===== src/core/standby_defs.svh =====
// Purpose: Timing counts, field width and reset values of the standby controller
// Assumes: Included by bare name
// Notes:   Stabilization status is five bits, msb first
`ifndef STANDBY_DEFS_SVH
`define STANDBY_DEFS_SVH
`define STAB_BITS        5
`define STAB_STATUS_RST  5'h00
`define STAB_SEL_RST     3'h5
`define INT_HOLD_PERIODS 17
`define OSC_START_CYCLES 8
`define STAB_BASE_EXP    4
`endif


===== src/core/standby_pkg.sv =====
// Purpose: Types of the standby controller
// Assumes: Nothing
// Notes:   Clock source codes are local choices
package standby_pkg;
  typedef enum logic [1:0] {
    CLK_HIGH_SPEED,
    CLK_INT_OSC,
    CLK_SUBSYSTEM
  } cpu_clk_src_t;
  typedef enum logic [2:0] {
    MODE_RUN,
    MODE_HALT,
    MODE_STOP,
    MODE_OSC_START,
    MODE_STAB_WAIT,
    MODE_INT_HOLD
  } standby_mode_t;
  typedef struct packed {
    logic haltReq;
    logic stopReq;
    logic wakeReq;
  } cpu_cmd_t;
  typedef struct packed {
    logic highSpeedOscEn;
    logic intOscEn;
    logic cpuHold;
    logic inHalt;
    logic inStop;
    logic stopRefused;
  } standby_out_t;
endpackage


===== src/core/stab_counter.sv =====
// Purpose: Oscillation stabilization counter with sticky status bits
// Assumes: Start pulse at release of the oscillator start interval
// Notes:   Status bit BITS-1-k set after 2^(base+k) ticks, msb first
`timescale 1ns/100ps
`include "standby_defs.svh"
module stab_counter
  import standby_pkg::*;
#(
  parameter int BITS   = `STAB_BITS,
  parameter int CNT_W  = 16,
  parameter int BASE   = `STAB_BASE_EXP
) (
  // Clock and reset
  input  wire logic              mclk,
  input  wire logic              reset_n,
  // Control
  input  wire logic              clear,
  input  wire logic              start,
  input  wire logic [2:0]        stabTimeSelect,
  // Status
  output logic      [BITS-1:0]   stabCounterStatus,
  output logic                   done
);
  typedef struct packed {
    logic [CNT_W-1:0] count;
    logic             running;
    logic [BITS-1:0]  status;
    logic             done;
  } stab_state_t;
  stab_state_t st, next_st;

  function automatic logic [CNT_W-1:0] limitOf(input logic [2:0] sel);
    limitOf = CNT_W'(1) << (BASE + int'(sel));
  endfunction

  always_comb begin
    next_st      = st;
    next_st.done = 1'b0;
    if (clear) begin
      next_st.status  = '0;
      // A wake pending at STOP entry starts the wait in the same cycle
      next_st.running = start;
      next_st.count   = '0;
    end else if (start) begin
      next_st.running = 1'b1;
      next_st.count   = '0;
    end else if (st.running) begin
      next_st.count = st.count + CNT_W'(1);
      // Only thresholds inside the selected interval are recorded
      for (int k = 0; k < BITS; k++) begin
        if (next_st.count >= limitOf(3'(k)) && 3'(k) <= stabTimeSelect) begin
          next_st.status[BITS-1-k] = 1'b1;
        end
      end
      if (next_st.count >= limitOf(stabTimeSelect)) begin
        next_st.running = 1'b0;
        next_st.done    = 1'b1;
      end
    end
  end

  always_ff @(posedge mclk or negedge reset_n) begin
    if (!reset_n) begin
      st <= '{count: '0, running: 1'b0, status: `STAB_STATUS_RST, done: 1'b0};
    end else begin
      st <= next_st;
    end
  end

  assign stabCounterStatus = st.status;
  assign done              = st.done;
endmodule


===== src/core/standby_mode_controller.sv =====
// Purpose: STOP/HALT standby sequencing and oscillator control
// Assumes: Command pulses from the CPU core on mclk; intOscTick is a pin
// Notes:   Wake is level of any unmasked pending interrupt
// Behaviour
// - Oscillator stop bit obeyed only if option allows
// - STOP refused when running from subsystem clock
// - HALT allowed from every clock source
// - STOP on internal clock stops high-speed oscillator only
// - Running internal oscillator keeps running through STOP
// - Hold CPU 17 internal periods after release when on internal clock
// - Status bits set msb first, stay set
// - Counter counts only within selected stabilization time
// - Pending unmasked interrupt releases HALT at once, STOP through oscillator start and stabilization wait
// - Stabilization wait excludes oscillator start interval
`timescale 1ns/100ps
`include "standby_defs.svh"
module standby_mode_controller
  import standby_pkg::*;
#(
  parameter int OSC_START = `OSC_START_CYCLES,
  parameter int HOLD_N    = `INT_HOLD_PERIODS
) (
  // Clock and reset
  input  wire logic         mclk,
  input  wire logic         reset_n,
  // CPU side
  input  wire cpu_cmd_t     cpuCmd,
  input  wire cpu_clk_src_t cpuClkSrc,
  // Configuration
  input  wire logic         intOscStopCtrl,
  input  wire logic         intOscStoppableOpt,
  input  wire logic [2:0]   stabTimeSelect,
  // Internal oscillator pin
  input  wire logic         intOscTick,
  // Status
  output standby_out_t      standbyOut,
  output logic [`STAB_BITS-1:0] stabCounterStatus
);
  typedef struct packed {
    standby_mode_t mode;
    logic [7:0]    cnt;
    logic [2:0]    tickSync;
    logic          tickLevel;
    logic          intOscRun;
    logic          onIntOsc;
    logic          keepIntOsc;
    standby_out_t  out;
  } ctrl_state_t;
  ctrl_state_t st, next_st;

  // Both oscillators run out of reset; nothing is held
  localparam ctrl_state_t ST_RESET = '{
    mode:       MODE_RUN,
    cnt:        8'h00,
    tickSync:   3'h0,
    tickLevel:  1'b0,
    intOscRun:  1'b1,
    onIntOsc:   1'b0,
    keepIntOsc: 1'b0,
    out:        '{
      highSpeedOscEn: 1'b1,
      intOscEn:       1'b1,
      cpuHold:        1'b0,
      inHalt:         1'b0,
      inStop:         1'b0,
      stopRefused:    1'b0
    }
  };

  // CPU stays held from oscillator start until the release hold ends
  function automatic logic holdsCpu(input standby_mode_t m);
    holdsCpu = (m == MODE_OSC_START) || (m == MODE_STAB_WAIT) || (m == MODE_INT_HOLD);
  endfunction

  function automatic logic isIntOsc(input cpu_clk_src_t src);
    isIntOsc = (src == CLK_INT_OSC);
  endfunction

  logic stabClear;
  logic stabStart;
  logic stabDone;
  logic [`STAB_BITS-1:0] stabStatus;

  stab_counter #(
    .BITS  (`STAB_BITS),
    .CNT_W (16),
    .BASE  (`STAB_BASE_EXP)
  ) u_stab (
    .mclk              (mclk),
    .reset_n           (reset_n),
    .clear             (stabClear),
    .start             (stabStart),
    .stabTimeSelect    (stabTimeSelect),
    .stabCounterStatus (stabStatus),
    .done              (stabDone)
  );

  always_comb begin
    logic tickEdge;
    logic canStop;
    tickEdge = 1'b0;
    canStop  = 1'b0;
    next_st  = st;
    stabClear = 1'b0;
    stabStart = 1'b0;
    next_st.out.stopRefused = 1'b0;
    next_st.tickSync = {st.tickSync[1:0], intOscTick};
    // Change counts once second and third stages agree
    if (st.tickSync[2] == st.tickSync[1]) begin
      next_st.tickLevel = st.tickSync[1];
      tickEdge = st.tickSync[1] && !st.tickLevel;
    end
    // Option gate on the software stop bit
    if (intOscStoppableOpt) begin
      next_st.intOscRun = !intOscStopCtrl;
    end else begin
      next_st.intOscRun = 1'b1;
    end
    canStop = cpuClkSrc != CLK_SUBSYSTEM;
    case (st.mode)
      MODE_RUN: begin
        if (cpuCmd.stopReq) begin
          if (!canStop) begin
            next_st.out.stopRefused = 1'b1;
          end else if (cpuCmd.wakeReq) begin
            next_st.mode = MODE_STAB_WAIT;
            next_st.onIntOsc = isIntOsc(cpuClkSrc);
            next_st.out.inHalt = 1'b1;
            stabClear = 1'b1;
            stabStart = 1'b1;
          end else begin
            next_st.mode = MODE_STOP;
            next_st.onIntOsc = isIntOsc(cpuClkSrc);
            // Latched so a late change of the stop bit cannot halt it
            next_st.keepIntOsc = st.out.intOscEn;
            next_st.out.inStop = 1'b1;
            next_st.out.highSpeedOscEn = 1'b0;
            stabClear = 1'b1;
          end
        end else if (cpuCmd.haltReq) begin
          next_st.mode = MODE_HALT;
          next_st.out.inHalt = 1'b1;
        end
      end
      MODE_HALT: begin
        if (cpuCmd.wakeReq) begin
          next_st.mode = MODE_RUN;
          next_st.out.inHalt = 1'b0;
        end
      end
      MODE_STOP: begin
        if (cpuCmd.wakeReq) begin
          next_st.mode = MODE_OSC_START;
          next_st.cnt  = '0;
          next_st.keepIntOsc = 1'b0;
          next_st.out.inStop = 1'b0;
          next_st.out.inHalt = 1'b1;
          next_st.out.highSpeedOscEn = 1'b1;
        end
      end
      MODE_OSC_START: begin
        // Start-up interval is not counted as stabilization time
        if (st.cnt >= 8'(OSC_START - 1)) begin
          next_st.mode = MODE_STAB_WAIT;
          stabStart = 1'b1;
        end else begin
          next_st.cnt = st.cnt + 8'h01;
        end
      end
      MODE_STAB_WAIT: begin
        // Halt flag drops as the wait ends
        if (stabDone) begin
          next_st.out.inHalt = 1'b0;
          next_st.cnt = '0;
          if (st.onIntOsc) begin
            next_st.mode = MODE_INT_HOLD;
          end else begin
            next_st.mode = MODE_RUN;
            next_st.out.cpuHold = 1'b0;
          end
        end
      end
      MODE_INT_HOLD: begin
        // Counted in internal oscillator periods, not mclk cycles
        if (tickEdge) begin
          if (st.cnt >= 8'(HOLD_N - 1)) begin
            next_st.mode = MODE_RUN;
            next_st.onIntOsc = 1'b0;
            next_st.out.cpuHold = 1'b0;
          end else begin
            next_st.cnt = st.cnt + 8'h01;
          end
        end
      end
      default: begin
        next_st.mode = MODE_RUN;
      end
    endcase
    if (holdsCpu(next_st.mode)) begin
      next_st.out.cpuHold = 1'b1;
    end
    // A running internal oscillator is never stopped by STOP
    next_st.out.intOscEn = next_st.intOscRun || st.onIntOsc || st.keepIntOsc;
  end

  always_ff @(posedge mclk or negedge reset_n) begin
    if (!reset_n) begin
      st <= ST_RESET;
      stabCounterStatus <= `STAB_STATUS_RST;
    end else begin
      st <= next_st;
      // Status trails the counter by one cycle
      stabCounterStatus <= stabStatus;
    end
  end

  assign standbyOut = st.out;
endmodule


===== config.mk =====
export PLATFORM = sky130hd
export DESIGN_NAME = standby_mode_controller
export DESIGN_NICKNAME = d
export VERILOG_FILES = /design/src/core/standby_pkg.sv /design/src/core/stab_counter.sv /design/src/core/standby_mode_controller.sv
export VERILOG_INCLUDE_DIRS = /design/src /design/src/core
export SDC_FILE = /design/constraint.sdc
export NUM_CORES = 1
export LEC_CHECK = 0
export BUFFER_PORTS_ARGS = -buffer_cell sky130_fd_sc_hd__buf_2
export CAP_MARGIN = 15
export CORE_UTILIZATION = 47
export DETAILED_ROUTE_END_ITERATION = 16
export PLACE_DENSITY_LB_ADDON = 0.05
export SLEW_MARGIN = 20
export SYNTH_ARGS = -nofsm -noshare
export SYNTH_HDL_FRONTEND = slang
export SYNTH_SLANG_ARGS = --single-unit

===== constraint.sdc =====
create_clock -name mclk -period 3.15 [get_ports mclk]
set_input_delay 0.1575 -clock mclk [delete_from_list [all_inputs] [get_ports mclk]]
set_output_delay 0.1575 -clock mclk [all_outputs]
set_load 0.01 [all_outputs]

==> run_results.csv <==
group,metric,value,unit
run_status,status,"complete, no violations",
timing,finalHoldViolations,0,
finish,final_area,3650,um2
critical_path,worstPathArrival,3030,ps
placed_design,dp.cells,467,
placed_design,dpl_cell_area,3520,um2
power_and_ir_drop,p_leak,0.00170,uW
critical_path,end_kind,"flip-flop",
drt,vias,2610,
cts,cts_root_buffer,"clkbuf_8",
die,die_area,7610,um2
yosys,synthArstFlopShare,100,%
cts,clockBufferDepth,2,
worst_hold_path,min_path_cells,2,
worst_hold_path,worstHoldEndpoint,"standbyOut[4]",
global_route,grt_max_degree,38,
critical_path,critPathMaxFanout,8,
finish,drive_above_1_share,13.6,%
cts,cts_tree,"built",
die,fp.dieH,87.2,um
drt,viasPerCell,5.47,
timing,max_freq,354,MHz
finish,antenna_cells,0,
yosys,netlist_area,3410,um2
global_route,grt_pass1_vias,2547,
global_route,grt_use_total,20.2,%
yosys,yosys.cell_types.count,65,
yosys,synth_cells,364,
timing,fin_setup_tns,0,ps
cts,post_cts_resized,0,
drt,route.detailed.drc,0,
placed_design,io_buffers,23,
cts,cts_sinks,51,
cts,insertion_delay,310,ps
yosys,ys_seq_elements,51,
finish,fillCellCount,683,
critical_path,worstPathRequired,3360,ps
timing,setup_violations,0,
critical_path,rr_startpoint,"u_stab.st[7]",
cts,cts_buffers,5,
yosys,yosysSeqAreaShare,37.4,%
timing,relSlewSlack,43.1,%
drt,drt_iter0_drc,113,
drt,wl_per_cell,14.4,um
power_and_ir_drop,powerDensity,575,nW/um2
yosys,synth_edf_count,0,
die,core_area,6910,um2
finish,fin_util,52.9,%
die,start_util,49.4,%
global_route,grt_pass1_wl,12000,um
cts,htree_levels,2,
global_route,grt_overflow,0,
yosys,yosysWarnings,0,
power_and_ir_drop,vdd_drop_max,0.000361,V
worst_hold_path,min-delay-path-class,"input pin to flip-flop",
timing,finalCritPeriodShare,89.6,%
finish,syn_to_final_growth,7.04,%
yosys,synth_area_per_cell,9.38,um2
critical_path,rr_endpoint,"u_stab.st[6]",
critical_path,r2r_cells,11,
flow_run,maxCapViolCount,0,
critical_path,critPathLaunchType,"flip-flop",
timing,clock_skew,11.5,ps
die,rows,30,
drt,ant_nets,0,
drt,routed_wl,6860,um
die,die_x,87.2,um
finish,fin_nets,412,
finish,seq_area,1280,um2
cts,clk_pin_slew,100,ps
placed_design,gp_congestion,0.808,
finish,multi_input_area,1950,um2
timing,post-route-min-period,2820,ps
timing,report.final.slew_viol_count,0,
timing,worstMarginPinSlew,853,ps
timing,rsz0062_at_grt,"no",
finish,final_cells,477,
worst_hold_path,min-delay-start,"intOscStopCtrl",
critical_path,path_class,"flip-flop to flip-flop",
critical_path,rrSetupSlack,330,ps
drt,first_pass_iters,5,
placed_design,dp_hpwl,5000,um
die,pin_count,24,
yosys,synth_flop_cell,"dfrtp_1",
global_route,antenna_found_initial,0,
==> worst max-delay path by stage <==
stage                 start           end  cells after the start
2_1_floorplan  u_stab.st[7]  u_stab.st[6]                     12
3_3_place_gp   u_stab.st[7]  u_stab.st[6]                     11
3_5_place_dp   u_stab.st[7]  u_stab.st[6]                     11
4_1_cts        u_stab.st[7]  u_stab.st[6]                     11
5_1_grt        u_stab.st[7]  u_stab.st[6]                     11
6_report       u_stab.st[7]  u_stab.st[6]                     11
==> final cells by class <==
cell class | count | area share, %
tap | 96 | 3.29
inverter | 7 | 0.719
clock buffer | 6 | 1.99
timing repair buffer | 29 | 4.52
multi-input combinational | 286 | 53.5
clock inverter | 2 | 1.03
sequential | 51 | 35.0
==> placed cells by master, fill, tap and decap left out, types with 8 or more instances in the layout <==
cell	Yosys	final
nor2b_1	8	8
nor2_1	40	40
nand3_1	16	16
ha_1	19	19
o21ai_0	19	19
xor2_1	15	15
nand4_1	10	10
nand2_1	32	32
xnor2_1	11	11
dfrtp_1	49	49
buf_2	2	23
conb_1	2	8
a21oi_1	18	18
==> worst max-delay path: stages, from the launching register on <==
cell and delay [ps]:
dfrtp_1 510, ha_1 360, nand4_1 240, nor3_1 350, xnor2_1 170, ha_1 250
o21a_1 160, o21ai_0 160, nand2b_1 80, a21oi_1 140, a211oi_1 70, o31ai_1 230
==> where the power goes <==
part / leakage, uW / internal (uW) / switching [uW]
Combinational: 0.000978 / 291 / 363
Sequential: 0.000669 / 776 / 208
Clock: 0.0000514 / 237 / 226
==> registers in the layout, summed over array words and instances, names as in the netlist <==
name / count
u_stab.st: 17
st: 15
standbyOut: 6
stabCounterStatus: 5
u_stab.stabCounterStatus: 5
next_st: 2
u_stab.done: 1
==> layer usage <==
layer  track usage [%]  vias up  routed length, um
met5                 0        -                  0
met4              5.66        0                 76
met3              3.13        7                193
met2              36.4       41               3400
met1              25.1     1250               3190
li1                  -     1312                  -
==> timing repair <==
| action | 4_1_cts | 5_1_grt |
|---|---|---|
| hold buffers | 2 | 0 |
| setup buffers | 0 | 0 |
| endpoints found under the hold margin | 31 | 0 |
==> synth_stat cells, drive strengths merged, types with 3 or more instances <==
master	n	area, um2
nand3b	6	45.0
dfrtp	49	1230
ha	19	238
a22o	3	26.3
nand4	12	96.3
clkbuf	14	92.6
o31ai	3	22.5
a21oi	18	90.1
nor2	40	150
xor2	16	148
and4	5	45.0
a21o	3	22.5
and2	4	25.0
o21ai	19	95.1
xnor2	11	96.3
a211oi	4	30.0
nand3	17	97.6
o21a	4	30.0
nor3	6	41.3
nand2b	7	43.8
nor2b	8	50.1
buf	12	85.1
inv	7	26.3
and3	4	25.0
nand2	32	120
nor4	5	76.3
==> through the flow <==
step | power (uW) | worst slack, ps | hold WS [ps]
after CTS | 2130 | 350 | 8.95
final | 2100 | 328 | 10.4
after global routing | 2280 | 14.6 | 41.3
after global placement | 1640 | 485 | 267
after detailed placement | 1660 | 397 | 268
after floorplan | 1520 | 710 | -138
==> logic make-up (layout without fill, tap and decap cells) <==
family | after synthesis | count (layout) | share of synthesized area (%)
AO/OA/AOI/OAI | 72 | 72 | 14.3
XOR/XNOR | 27 | 27 | 7.15
adder cells (fa/ha/maj) | 21 | 21 | 7.55
multiplexers | 1 | 1 | 0.293
buffers and inverters | 33 | 44 | 5.97
other | 2 | 8 | 0.220
AND/OR/NAND/NOR | 157 | 157 | 27.0
flip-flops | 51 | 51 | 37.4
Note: power is estimated with default switching activity, not from simulation.
